### src/design/pin_mode_consts.svh
/*
 * Holds the constants of the pin and mode control block: reset values of
 * the mapping registers, the channel count and the synchroniser depth.
 * Assumes inclusion by bare name from the package and the design files.
 */
`ifndef PIN_MODE_CONSTS_SVH
`define PIN_MODE_CONSTS_SVH

// Default channel followed by the first direct input.
`define MAP_A_RESET 8'h04
// Default channel followed by the second direct input.
`define MAP_B_RESET 8'h08
// Default channel mask of limp-home for both inputs; the logic reads the two map defaults instead.
`define LIMP_CHANNELS 8'h0c
// Number of channels of the driver.
`define CHANNEL_COUNT 8
// Flip-flops in each pin synchroniser.
`define SYNC_STAGES 2

`endif

### src/design/pin_mode_pkg.sv
/*
 * Holds the types shared by the pin and mode control block.
 * Assumes the constants header is available by bare name.
 */
`include "pin_mode_consts.svh"
package pin_mode_pkg;
	// Operating state as seen by this block.
	typedef enum logic [1:0] {
		st_sleep,
		st_limp,
		st_awake
	} mode_t;
	// One bit per output channel.
	typedef logic [`CHANNEL_COUNT-1:0] chan_mask_t;
endpackage : pin_mode_pkg

### src/design/pin_mode_ctrl.sv
/*
 * Holds the control-pin and supply-gating logic of an eight-channel
 * low-side driver: direct input mapping, channel OR, reset and kill pins,
 * standby pin mode selection and supply undervoltage gating.
 * Assumes a serial-interface block elsewhere writes the configuration
 * through the strobed ports and honours the availability outputs.
 */

// Mapping reset values and the synchroniser depth come from the shared header.
`include "pin_mode_consts.svh"
module pin_mode_ctrl
	import pin_mode_pkg::*;
#(
	parameter int CHANNELS = `CHANNEL_COUNT
) (
	input wire logic clk_in,
	input wire logic rst_b_in,
	// Direct input pins.
	input wire logic direct_input_a_in,
	input wire logic direct_input_b_in,
	// Standby-select pin, low asks for sleep or limp-home.
	input wire logic standby_select_in,
	// Output-kill pin, high kills channels when enabled.
	input wire logic output_kill_pin_in,
	// External reset pin, active low.
	input wire logic external_reset_pin_n_in,
	// Supply undervoltage levels from the analog detectors.
	input wire logic battery_supply_uv_in,
	input wire logic io_supply_uv_in,
	// Serial write strobe and data for the mapping registers.
	input wire logic map_write_in,
	input wire pin_mode_pkg::chan_mask_t input_a_channel_map_in,
	input wire pin_mode_pkg::chan_mask_t input_b_channel_map_in,
	// Serial write strobe and data for the configuration bits.
	input wire logic cfg_write_in,
	input wire logic reset_pin_oneshot_enable_in,
	input wire logic reset_pin_persistent_enable_in,
	input wire logic kill_pin_enable_in,
	input wire logic battery_undervoltage_override_in,
	// Serial write strobe and data for the output-control bits.
	input wire logic out_write_in,
	input wire pin_mode_pkg::chan_mask_t spi_out_bits_in,
	// Mapped PWM generator outputs per channel.
	input wire pin_mode_pkg::chan_mask_t pwm_mapped_in,
	// Serial chip select, active low.
	input wire logic chip_select_n_in,
	// Channel gate drives.
	output pin_mode_pkg::chan_mask_t channel_on_out,
	// First status register bits: inputs a, b, kill pin, reset pin.
	output logic [3:0] first_status_register_out,
	// Read-back of mapping and configuration.
	output pin_mode_pkg::chan_mask_t input_a_channel_map_out,
	output pin_mode_pkg::chan_mask_t input_b_channel_map_out,
	output logic [3:0] config_out,
	// Current operating state.
	output pin_mode_pkg::mode_t mode_out,
	// High while serial transfers are accepted.
	output logic spi_available_out,
	// Output enable of the serial data pin.
	output logic serial_data_oe_out,
	// High while the supply detectors are powered.
	output logic uv_detect_enable_out,
	// High while the internal register reset is held.
	output logic register_reset_out
);
	////////////////////////////////////////////////////////////////////////
	// Synchronised pins.

	// Raw pin vector: a, b, kill, reset_n, standby.
	logic [4:0] raw_pins;
	// Synchronised copy of the pins.
	logic [4:0] sync_pins;
	// Levels the synchroniser holds under reset: kill high, reset low.
	localparam logic [4:0] PIN_SAFE = 5'h04;
	logic in_a;
	logic in_b;
	logic kill_pin;
	logic reset_pin_n;
	logic standby;

	assign raw_pins = {standby_select_in, external_reset_pin_n_in,
		output_kill_pin_in, direct_input_b_in, direct_input_a_in};

	// Every pin passes two flops before any logic sees it.
	pin_sync #(
		.WIDTH(5),
		.STAGES(`SYNC_STAGES)
	) u_sync (
		.clk_in(clk_in),
		.rst_b_in(rst_b_in),
		.pin_in(raw_pins),
		.reset_level_in(PIN_SAFE),
		.level_out(sync_pins)
	);

	assign in_a = sync_pins[0];
	assign in_b = sync_pins[1];
	assign kill_pin = sync_pins[2];
	assign reset_pin_n = sync_pins[3];
	assign standby = sync_pins[4];

	// Elaboration stops on a width the channel masks cannot carry; the
	// mask type is fixed by the package, so only the native width fits.
	if (CHANNELS != `CHANNEL_COUNT) begin : g_bad_width
		$error("pin_mode_ctrl serves only the native channel width");
	end

	////////////////////////////////////////////////////////////////////////
	// Mode and register reset conditions.

	// Registers held in default state.
	logic hold_regs;
	// Enabled reset pin is asserted.
	logic pin_reset;
	// Sleep condition from the pins.
	logic sleep_cond;
	// Limp-home condition from the pins.
	logic limp_cond;
	// Registered configuration bits.
	logic oneshot_en;
	logic persist_en;
	logic kill_en;
	logic uv_override;
	chan_mask_t map_a;
	chan_mask_t map_b;
	chan_mask_t spi_bits;

	// Standby and both inputs low means sleep.
	assign sleep_cond = !standby && !in_a && !in_b;
	// Standby low with an input high means limp-home.
	assign limp_cond = !standby && (in_a || in_b);
	// The reset pin counts only after an enable bit is set.
	// With only the one-shot enable set, the hold clears that enable, so
	// the pin reset lasts a single edge and the pin is masked again; the
	// host must write the enable once more to arm the pin.
	assign pin_reset = (oneshot_en || persist_en) && !reset_pin_n;
	// Sleep, IO undervoltage or pin reset holds registers.
	assign hold_regs = sleep_cond || io_supply_uv_in || pin_reset;

	// Serial writes are taken only while the interface is up.
	logic spi_ok;
	assign spi_ok = !sleep_cond && !io_supply_uv_in && !pin_reset;

	////////////////////////////////////////////////////////////////////////
	// Mapping registers, default a to channel 2 and b to channel 3.
	always_ff @(posedge clk_in or negedge rst_b_in) begin
		if (!rst_b_in) begin
			map_a <= `MAP_A_RESET;
			map_b <= `MAP_B_RESET;
		end else if (hold_regs) begin
			map_a <= `MAP_A_RESET;
			map_b <= `MAP_B_RESET;
		end else if (map_write_in && spi_ok) begin
			map_a <= input_a_channel_map_in;
			map_b <= input_b_channel_map_in;
		end
	end

	////////////////////////////////////////////////////////////////////////
	// Configuration bits. The persistent enable survives a pin reset.
	always_ff @(posedge clk_in or negedge rst_b_in) begin
		if (!rst_b_in) begin
			oneshot_en <= 1'b0;
			persist_en <= 1'b0;
			kill_en <= 1'b0;
			uv_override <= 1'b0;
		end else if (hold_regs) begin
			// One-shot enable clears, masking the pin again.
			oneshot_en <= 1'b0;
			// A pin reset leaves the persistent enable alone.
			persist_en <= pin_reset && !sleep_cond && !io_supply_uv_in
				? persist_en : 1'b0;
			kill_en <= 1'b0;
			uv_override <= 1'b0;
		end else if (cfg_write_in && spi_ok) begin
			oneshot_en <= reset_pin_oneshot_enable_in;
			persist_en <= reset_pin_persistent_enable_in;
			kill_en <= kill_pin_enable_in;
			uv_override <= battery_undervoltage_override_in;
		end
	end

	////////////////////////////////////////////////////////////////////////
	// Serial output-control bits.
	always_ff @(posedge clk_in or negedge rst_b_in) begin
		if (!rst_b_in) begin
			spi_bits <= '0;
		end else if (hold_regs) begin
			spi_bits <= '0;
		end else if (out_write_in && spi_ok) begin
			spi_bits <= spi_out_bits_in;
		end
	end

	////////////////////////////////////////////////////////////////////////
	// Channel drive computation.

	// Input a owns a channel both maps claim.
	function automatic chan_mask_t input_drive(input chan_mask_t ma,
		input chan_mask_t mb, input logic a, input logic b);
		chan_mask_t only_b;
		only_b = mb & ~ma;
		return (a ? ma : '0) | (b ? only_b : '0);
	endfunction : input_drive

	chan_mask_t next_channel_on;
	always_comb begin
		next_channel_on = '0;
		if (pin_reset) begin
			next_channel_on = '0;
		end else if (kill_en && kill_pin) begin
			next_channel_on = '0;
		end else if (limp_cond) begin
			// Limp-home runs only the default input channels.
			next_channel_on = input_drive(`MAP_A_RESET, `MAP_B_RESET,
				in_a, in_b);
			if (battery_supply_uv_in) begin
				next_channel_on = '0;
			end
		end else if (!sleep_cond) begin
			// Kill pin low or masked leaves the drive untouched.
			next_channel_on = spi_bits | pwm_mapped_in |
				input_drive(map_a, map_b, in_a, in_b);
			if (battery_supply_uv_in && !uv_override) begin
				next_channel_on = '0;
			end
		end
	end

	// Channel drives leave from a flop so the gate pins never glitch.
	always_ff @(posedge clk_in or negedge rst_b_in) begin
		if (!rst_b_in) begin
			channel_on_out <= '0;
		end else begin
			channel_on_out <= next_channel_on;
		end
	end

	////////////////////////////////////////////////////////////////////////
	// Status and read-back outputs; input monitor runs in every mode.
	always_ff @(posedge clk_in or negedge rst_b_in) begin
		if (!rst_b_in) begin
			first_status_register_out <= 4'h0;
			input_a_channel_map_out <= `MAP_A_RESET;
			input_b_channel_map_out <= `MAP_B_RESET;
			config_out <= 4'h0;
		end else begin
			first_status_register_out <= {reset_pin_n, kill_pin,
				in_b, in_a};
			input_a_channel_map_out <= map_a;
			input_b_channel_map_out <= map_b;
			config_out <= {uv_override, kill_en, persist_en, oneshot_en};
		end
	end

	////////////////////////////////////////////////////////////////////////
	// Mode and availability outputs.
	always_ff @(posedge clk_in or negedge rst_b_in) begin
		if (!rst_b_in) begin
			mode_out <= st_sleep;
			spi_available_out <= 1'b0;
			serial_data_oe_out <= 1'b0;
			uv_detect_enable_out <= 1'b0;
			register_reset_out <= 1'b1;
		end else begin
			if (sleep_cond) begin
				mode_out <= st_sleep;
			end else if (limp_cond) begin
				mode_out <= st_limp;
			end else begin
				mode_out <= st_awake;
			end
			spi_available_out <= spi_ok;
			// Data out floats in sleep even with chip select low.
			serial_data_oe_out <= spi_ok && !chip_select_n_in;
			uv_detect_enable_out <= !sleep_cond;
			register_reset_out <= hold_regs;
		end
	end
endmodule : pin_mode_ctrl

### src/design/pin_sync.sv
/*
 * Holds a multi-bit two-stage synchroniser for slow pin levels.
 * Assumes each bit is an independent level, not a coded word.
 */
`include "pin_mode_consts.svh"
module pin_sync #(
	parameter int WIDTH = 4,
	parameter int STAGES = `SYNC_STAGES
) (
	input wire logic clk_in,
	input wire logic rst_b_in,
	input wire logic [WIDTH-1:0] pin_in,
	input wire logic [WIDTH-1:0] reset_level_in,
	output logic [WIDTH-1:0] level_out
);
	// First stage, read only by the second stage.
	logic [WIDTH-1:0] first_stage;
	// Remaining stages; the last one is the output.
	logic [WIDTH-1:0] later_stage [STAGES-1];

	// Fewer than two stages would leave metastability exposed.
	if (STAGES < 2) begin : g_bad_stages
		$error("pin_sync needs at least two stages");
	end

	////////////////////////////////////////////////////////////////////////
	// The stages clear to zero under reset; the safe level is applied by
	// XOR so each flop still takes a constant.
	always_ff @(posedge clk_in or negedge rst_b_in) begin
		if (!rst_b_in) begin
			first_stage <= '0;
			for (int i = 0; i < STAGES - 1; i++) begin
				later_stage[i] <= '0;
			end
		end else begin
			first_stage <= pin_in ^ reset_level_in;
			later_stage[0] <= first_stage;
			for (int i = 1; i < STAGES - 1; i++) begin
				later_stage[i] <= later_stage[i-1];
			end
		end
	end

	// Undo the XOR so the output carries the true level.
	assign level_out = later_stage[STAGES-2] ^ reset_level_in;
endmodule : pin_sync

### config.mk
export PLATFORM = sky130hd
export DESIGN_NAME = pin_mode_ctrl
export DESIGN_NICKNAME = d
export VERILOG_FILES = /design/src/design/pin_mode_pkg.sv /design/src/design/pin_mode_ctrl.sv /design/src/design/pin_sync.sv
export VERILOG_INCLUDE_DIRS = /design/src /design/src/design
export SDC_FILE = /design/constraint.sdc
export NUM_CORES = 1
export LEC_CHECK = 0
export ABC_AREA = 1
export BUFFER_PORTS_ARGS = -buffer_cell sky130_fd_sc_hd__buf_2
export CAP_MARGIN = 0
export CORE_MARGIN = 2
export CORE_UTILIZATION = 54
export CTS_CLUSTER_DIAMETER = 150
export CTS_CLUSTER_SIZE = 20
export DETAILED_ROUTE_END_ITERATION = 10
export PLACE_DENSITY_LB_ADDON = 0.12
export SYNTH_ARGS = -nofsm -noshare
export SYNTH_HDL_FRONTEND = slang
export SYNTH_SLANG_ARGS = --single-unit
export TNS_END_PERCENT = 1
### constraint.sdc
create_clock -name clk_in -period 1.8 [get_ports clk_in]
set_input_delay 0.27 -clock clk_in [delete_from_list [all_inputs] [get_ports clk_in]]
set_output_delay 0.27 -clock clk_in [all_outputs]
set_load 0.005 [all_outputs]
After elaboration in Yosys (flattened, before gate mapping)
Cells that the tools add are included.
{ "totals": {"regBits": 76, "input_bits": 49, "output_inout_bits": 38, "elab_cells": 86} }
{ "op_classes": {"eq_ne": 1, "mux": 27, "bitwise_logic": 8, "reduce_logical": 31} }
{ "op_table": {"columns": ["cell", "n"], "rows": [
  ["8-bit 2-to-1 mux", 13],
  ["8-bit OR", 3],
  ["1-bit logical AND", 14],
  ["1-bit logical NOT", 9],
  ["1-bit 2-to-1 mux", 9],
  ["8-bit AND", 1],
  ["4-bit 2-to-1 mux", 2],
  ["8-bit inverter", 1],
  ["2-bit nonzero test", 3],
  ["1-bit logical OR", 4],
  ["2-bit 2-to-1 mux", 2],
  ["3-bit by 4-bit OR with 4-bit output", 1],
  ["3-bit 2-to-1 mux", 1],
  ["2-bit != test, second input constant", 1],
  ["1-bit inverter", 2],
  ["2-bit AND reduction", 1]
]} }

Logic depth before layout (Yosys ltp)
{ "logic_depth": {"ltp_word": 10, "depth_mapped": 8, "depth_no_buf": 6} }

Cells and area by module
Synthesis repeated with hierarchy kept, for this count alone.
{ "unflattened": {"hier_cells": 284, "area_unflattened_um2": 2890.3} }
{ "by_module_without_submodules": {"columns": ["module", "instances", "cells_each", "area_per_inst_um2", "seq_area_each_um2"], "rows": [
  ["pin_mode_ctrl", 1, 229, 2471.1, 1657.8],
  ["pin_sync", 1, 55, 419.2, 250.2]
]} }

Worst setup path before layout
OpenSTA, ideal clock, no wires.
{ "synth_path": {"path_kind": "flip-flop to flip-flop", "startpoint": "reg u_sync.later_stage[0] in the netlist's numbering", "endpoint": "reg kill_en", "t_arrival_ns": 1.051, "slack_ns": 0.631, "path_stages_with_launch": 9, "path_cell_list": "dfrtp_1 > buf_6 > nor2_4 > nand2_4 > nand2_2 > nor2_4 > buf_4 > nand3_1 > nand2_1"} }
{ "synth_via": {"elab_chain_cells": 8, "word_cells_on_any_way": 11} }
{ "synth_rtl": {"columns": ["element", "line_no", "rtl"], "rows": [
  ["start: declaration", "pin_sync.sv:19", "logic [WIDTH-1:0] later_stage [STAGES-1];"],
  ["start signal: indexed assignment", "pin_sync.sv:39", "later_stage[i] <= later_stage[i-1];"],
  ["1-bit logical NOT", "pin_mode_ctrl.sv:129", "assign sleep_cond = !standby && !in_a && !in_b;"],
  ["1-bit logical AND (2 in a row)", "pin_mode_ctrl.sv:129", null],
  ["1-bit logical NOT", "pin_mode_ctrl.sv:142", "assign spi_ok = !sleep_cond && !io_supply_uv_in && !pin_reset;"],
  ["1-bit logical AND (2 in a row)", "pin_mode_ctrl.sv:142", null],
  ["named net spi_ok", "pin_mode_ctrl.sv:141", "logic spi_ok;"],
  ["1-bit logical AND", "pin_mode_ctrl.sv:175", "end else if (cfg_write_in && spi_ok) begin"],
  ["2-bit nonzero test (no source line)", null, null],
  ["end signal: assignment", "pin_mode_ctrl.sv:178", "kill_en <= kill_pin_enable_in;"],
  ["end: declaration", "pin_mode_ctrl.sv:122", "logic kill_en;"]
]} }
The timed path passes the listed nets, and every way through them passes these cells.
A chain may end at the register's enable or synchronous reset.

Worst setup path after layout
{ "layout_path": {"startpoint": "reg oneshot_en", "endpoint": "reg spi_bits[1]"} }
{ "layout_via": {"elab_chain_cells": 6, "word_cells_on_any_way": 8} }
{ "layout_rtl": {"columns": ["element", "line_no", "rtl"], "rows": [
  ["start: declaration", "pin_mode_ctrl.sv:120", "logic oneshot_en;"],
  ["start signal: assignment", "pin_mode_ctrl.sv:176", "oneshot_en <= reset_pin_oneshot_enable_in;"],
  ["1-bit logical OR (*)", "pin_mode_ctrl.sv:136", "assign pin_reset = (oneshot_en || persist_en) && !reset_pin_n;"],
  ["1-bit logical AND (*)", "pin_mode_ctrl.sv:136", null],
  ["1-bit logical NOT", "pin_mode_ctrl.sv:142", null],
  ["1-bit logical AND", "pin_mode_ctrl.sv:142", null],
  ["1-bit logical AND", "pin_mode_ctrl.sv:190", "end else if (out_write_in && spi_ok) begin"],
  ["2-bit nonzero test (no source line)", null, null],
  ["end signal: assignment", "pin_mode_ctrl.sv:191", "spi_bits <= spi_out_bits_in;"],
  ["end: declaration", "pin_mode_ctrl.sv:126", "chan_mask_t spi_bits;"]
]} }
Every way passes the cells marked *; elsewhere a longest branch is shown, timed or not.

==> metrics.txt <==
# TYPE chip_impl_metric gauge
chip_impl_info{name="outcome",value="finished, final reports clean"} 1
chip_impl_metric{name="worstPathBufferInverterCount",unit=""} 1
chip_impl_metric{name="detailedPlacementHpwl",unit="um"} 3790
chip_impl_info{name="series_of_cell_instances_along_the_critical_path",value="nor2_1 -> nor2_1 -> nor2_4 -> inv_4 -> a21oi_1"} 1
chip_impl_info{name="clock_tree_from_tritoncts",value="yes"} 1
chip_impl_metric{name="detail_route.first_pass.iterations",unit=""} 4
chip_impl_metric{name="postRouteAntennaNets",unit=""} 0
chip_impl_metric{name="setup_viol_count_final",unit=""} 0
chip_impl_metric{name="antenna_violations_before_repair",unit=""} 0
chip_impl_metric{name="drc_errors",unit=""} 0
chip_impl_metric{name="worst_r2r_path_depth",unit=""} 5
chip_impl_metric{name="power_density",unit="nW/um^2"} 981
chip_impl_metric{name="first_pass_grt_wire_length",unit="um"} 9050
chip_impl_metric{name="place_congestion",unit=""} 0.771
chip_impl_info{name="most-common-layout-cells",value="85 x sky130_fd_sc_hd__buf_2, 71 x sky130_fd_sc_hd__dfrtp_1, 66 x sky130_fd_sc_hd__nand2_1"} 1
chip_impl_metric{name="die_width",unit="um"} 75.0
chip_impl_metric{name="layout-drive-gt1-share",unit="%"} 40.1
chip_impl_metric{name="cts_repair_resize_count",unit=""} 0
chip_impl_metric{name="number_of_clock_sinks",unit=""} 76
chip_impl_metric{name="core-area",unit="sq um"} 4790
chip_impl_metric{name="rows",unit=""} 25
chip_impl_metric{name="syn_avg_cell_area",unit="sq um"} 11.4
chip_impl_info{name="timing.critical_path.max_delay_family",value="simple AND/OR/NAND/NOR gates"} 1
chip_impl_metric{name="yosysUniqueCellTypes",unit=""} 21
chip_impl_metric{name="rrSetupSlack",unit="ns"} 0.49
chip_impl_metric{name="final.setup.worst_slack",unit="ns"} 0.488
chip_impl_info{name="crit_path_end_kind",value="flip-flop"} 1
chip_impl_metric{name="cts.clk_slew.worst_paths",unit="ns"} 0.08
chip_impl_info{name="start_kind",value="flip-flop"} 1
chip_impl_info{name="worst_setup_path_startpoint",value="oneshot_en"} 1
chip_impl_metric{name="cp_data_required_time",unit="ns"} 2.08
chip_impl_metric{name="finalHoldViolCount",unit=""} 0
chip_impl_metric{name="clock_latency",unit="ns"} 0.35
chip_impl_metric{name="min_period_over_period",unit="%"} 72.9
chip_impl_metric{name="chipHeight",unit="um"} 75.0
chip_impl_metric{name="layout.cell_area.non_filler",unit="sq um"} 3420
chip_impl_info{name="critical_path.reg2reg.startpoint",value="oneshot_en"} 1
chip_impl_info{name="critical_path_class",value="reg2reg"} 1
chip_impl_metric{name="antenna-diode-count",unit=""} 0
chip_impl_metric{name="dieArea",unit="sq um"} 5630
chip_impl_metric{name="timing.critical_path.fanout_max",unit=""} 24
chip_impl_metric{name="postSynthRegisterBits",unit=""} 76
chip_impl_metric{name="fin_nets",unit=""} 381
chip_impl_metric{name="grt_util_all_layers",unit="%"} 22.8
chip_impl_metric{name="post_drt_via_cell_ratio",unit=""} 4.82
chip_impl_metric{name="final_max_slew_viol_count",unit=""} 0
chip_impl_info{name="reg2reg_to",value="spi_bits[1]"} 1
chip_impl_metric{name="number_of_clock_buffers_inserted_by_tritoncts",unit=""} 9
chip_impl_info{name="slowest_stage",value="sky130_fd_sc_hd__dfrtp_1"} 1
chip_impl_metric{name="worstMarginPinSlew",unit="ns"} 0.580
chip_impl_info{name="critPathCapture",value="spi_bits[1]"} 1
chip_impl_metric{name="cap_violations",unit=""} 0
chip_impl_metric{name="netlist_instances",unit=""} 239
chip_impl_info{name="worst_hold_path_type",value="in2reg"} 1
chip_impl_metric{name="yosys_warnings",unit=""} 0
chip_impl_metric{name="final_core_utilization",unit="%"} 71.5
chip_impl_metric{name="area_of_combinational_cells_with_multiple_inputs",unit="sq um"} 699
chip_impl_metric{name="first_drt_iteration_drcs",unit=""} 85
chip_impl_metric{name="htree_num_levels",unit=""} 3
chip_impl_metric{name="timing.setup.tns",unit="ns"} 0
chip_impl_metric{name="vias",unit=""} 1946
chip_impl_metric{name="floorplan.initialDensity",unit="%"} 56.9
chip_impl_metric{name="syn-cell-area",unit="sq um"} 2730
chip_impl_info{name="clk_root_buffer_cell",value="sky130_fd_sc_hd__clkbuf_8"} 1
chip_impl_metric{name="grt_remaining_overflow",unit=""} 0
chip_impl_metric{name="fin_crit",unit="ns"} 1.31
chip_impl_metric{name="worst_skew",unit="ns"} 0.0132
chip_impl_metric{name="drt-wirelength-per-cell",unit="um"} 13.7
chip_impl_metric{name="place.detailed.instances",unit=""} 386
chip_impl_info{name="path_common_cell",value="sky130_fd_sc_hd__nor2_1"} 1
chip_impl_metric{name="vdd_ir_drop_max",unit="V"} 0.000739
chip_impl_metric{name="syn-num-nets",unit=""} 288
chip_impl_info{name="most_common_cell_after_layout_fill_and_taps_aside",value="sky130_fd_sc_hd__buf_2"} 1
chip_impl_metric{name="design_power_total",unit="mW"} 3.36
chip_impl_metric{name="p_leak",unit="nW"} 1.75
chip_impl_metric{name="areaGrowthSynthToFinish",unit="%"} 25.5
chip_impl_metric{name="critical_path_depth",unit=""} 5
chip_impl_metric{name="placement_stage_worst_setup_slack",unit="ns"} 0.494
chip_impl_metric{name="buffer_ports.inserted",unit=""} 86
chip_impl_metric{name="detail_route.wirelength",unit="um"} 5530
chip_impl_metric{name="seqCellArea",unit="sq um"} 1910
chip_impl_metric{name="fmax",unit="GHz"} 0.762
chip_impl_metric{name="instances_no_fill",unit=""} 404
chip_impl_metric{name="fillCellCount",unit=""} 372
chip_impl_metric{name="arrival",unit="ns"} 1.59
chip_impl_metric{name="post-cts-setup-buffers",unit=""} 0
chip_impl_metric{name="yosysSeqAreaShare",unit="%"} 70.0
chip_impl_metric{name="maximum_number_of_pins_on_one_net_before_global_route_repair",unit=""} 44
chip_impl_metric{name="whs",unit="ns"} 0.0301
chip_impl_metric{name="first_global_vias",unit=""} 1905
chip_impl_metric{name="top_level_ports",unit=""} 87
chip_impl_metric{name="timing.max_slew.rel_slack",unit="%"} 61.2
chip_impl_metric{name="critPathMaxStageDelay",unit="ns"} 0.42
chip_impl_info{name="rsz0062_at_grt",value="false"} 1
chip_impl_metric{name="placed_cell_area",unit="sq um"} 3210
chip_impl_metric{name="clock_tree.buffer_depth",unit=""} 2
## synth_stat cells
library cell,n,area share [%]
sky130_fd_sc_hd__a21oi_1,8,1.5
sky130_fd_sc_hd__a21oi_2,17,5.5
sky130_fd_sc_hd__buf_2,2,0.37
sky130_fd_sc_hd__buf_4,2,0.55
sky130_fd_sc_hd__buf_6,3,1.2
sky130_fd_sc_hd__clkbuf_1,3,0.41
sky130_fd_sc_hd__dfrtp_1,71,65
sky130_fd_sc_hd__dfstp_2,5,4.8
sky130_fd_sc_hd__inv_1,11,1.5
sky130_fd_sc_hd__inv_4,1,0.23
sky130_fd_sc_hd__nand2_1,66,9.1
sky130_fd_sc_hd__nand2_2,1,0.23
sky130_fd_sc_hd__nand2_4,1,0.41
sky130_fd_sc_hd__nand3_1,14,2.6
sky130_fd_sc_hd__nor2_1,14,1.9
sky130_fd_sc_hd__nor2_2,2,0.46
sky130_fd_sc_hd__nor2_4,2,0.83
sky130_fd_sc_hd__nor3_1,6,1.1
sky130_fd_sc_hd__o211ai_1,2,0.55
sky130_fd_sc_hd__o21ai_0,7,1.3
sky130_fd_sc_hd__o21bai_1,1,0.28
## how the worst min path moves through the flow
stage,startpoint,endpoint,slack [ns],cells past startpoint
2_1_floorplan,rst_b_in,channel_on_out[0],-0.03,0
3_3_place_gp,rst_b_in,input_b_channel_map_out[0],0.25,1
3_5_place_dp,rst_b_in,input_a_channel_map_out[0],0.25,1
4_1_cts,standby_select_in,u_sync.first_stage[4],0.006,1
5_1_grt,direct_input_b_in,u_sync.first_stage[1],0.009,1
6_report,standby_select_in,u_sync.first_stage[4],0.03,1
## worst register-to-register path, delay by kind of cell (launching register included)
kind | cells | cell delay (ns)
buf+inv | 1 | 0.20
simple gates | 3 | 0.44
flops | 1 | 0.42
compound gates | 1 | 0.18
## power breakdown
group	internal [mW]	total (mW)	switching [mW]	leakage, nW
clock network	0.546	1.18	0.631	0.0851
logic	0.135	0.324	0.189	0.695
registers	1.81	1.86	0.0465	0.975
total	2.49	3.36	0.867	1.75
## layout make-up
class | count | share of cell area (%)
Inverter | 12 | 1.39
Clock buffer | 10 | 4.02
Multi-Input combinational cell | 141 | 20.4
Clock inverter | 6 | 1.43
Tap cell | 67 | 2.45
Timing Repair Buffer | 92 | 14.5
Sequential cell | 76 | 55.8
## sequential cells by signal, indices dropped and copies added (netlist names), 4 cells and up
| signal | flops |
|---|---|
| first_status_register_out | 4 |
| u_sync.later_stage | 5 |
| map_b | 8 |
| spi_bits | 8 |
| input_b_channel_map_out | 8 |
| u_sync.first_stage | 5 |
| input_a_channel_map_out | 8 |
| channel_on_out | 8 |
| config_out | 4 |
| map_a | 8 |
## cells by family after synthesis
group / count (synthesis) / share of synthesized area [%]
simple gates: 106 / 16.6
buf+inv: 22 / 4.32
flops: 76 / 70.0
compound gates: 35 / 9.04
## routing by layer
metal	up-vias	routed length (um)	GRT usage (%)
met5	-	0	0
met4	0	53	9.92
met3	5	393	8.17
met2	70	2790	35.0
met1	924	2290	29.5
li1	947	-	-
## what timing repair did
item,CTS,global route
endpoints found under the hold margin,33,0
setup endpoints to repair,0,0
hold buffers,2,0
Power figures use the tool's default switching activity.
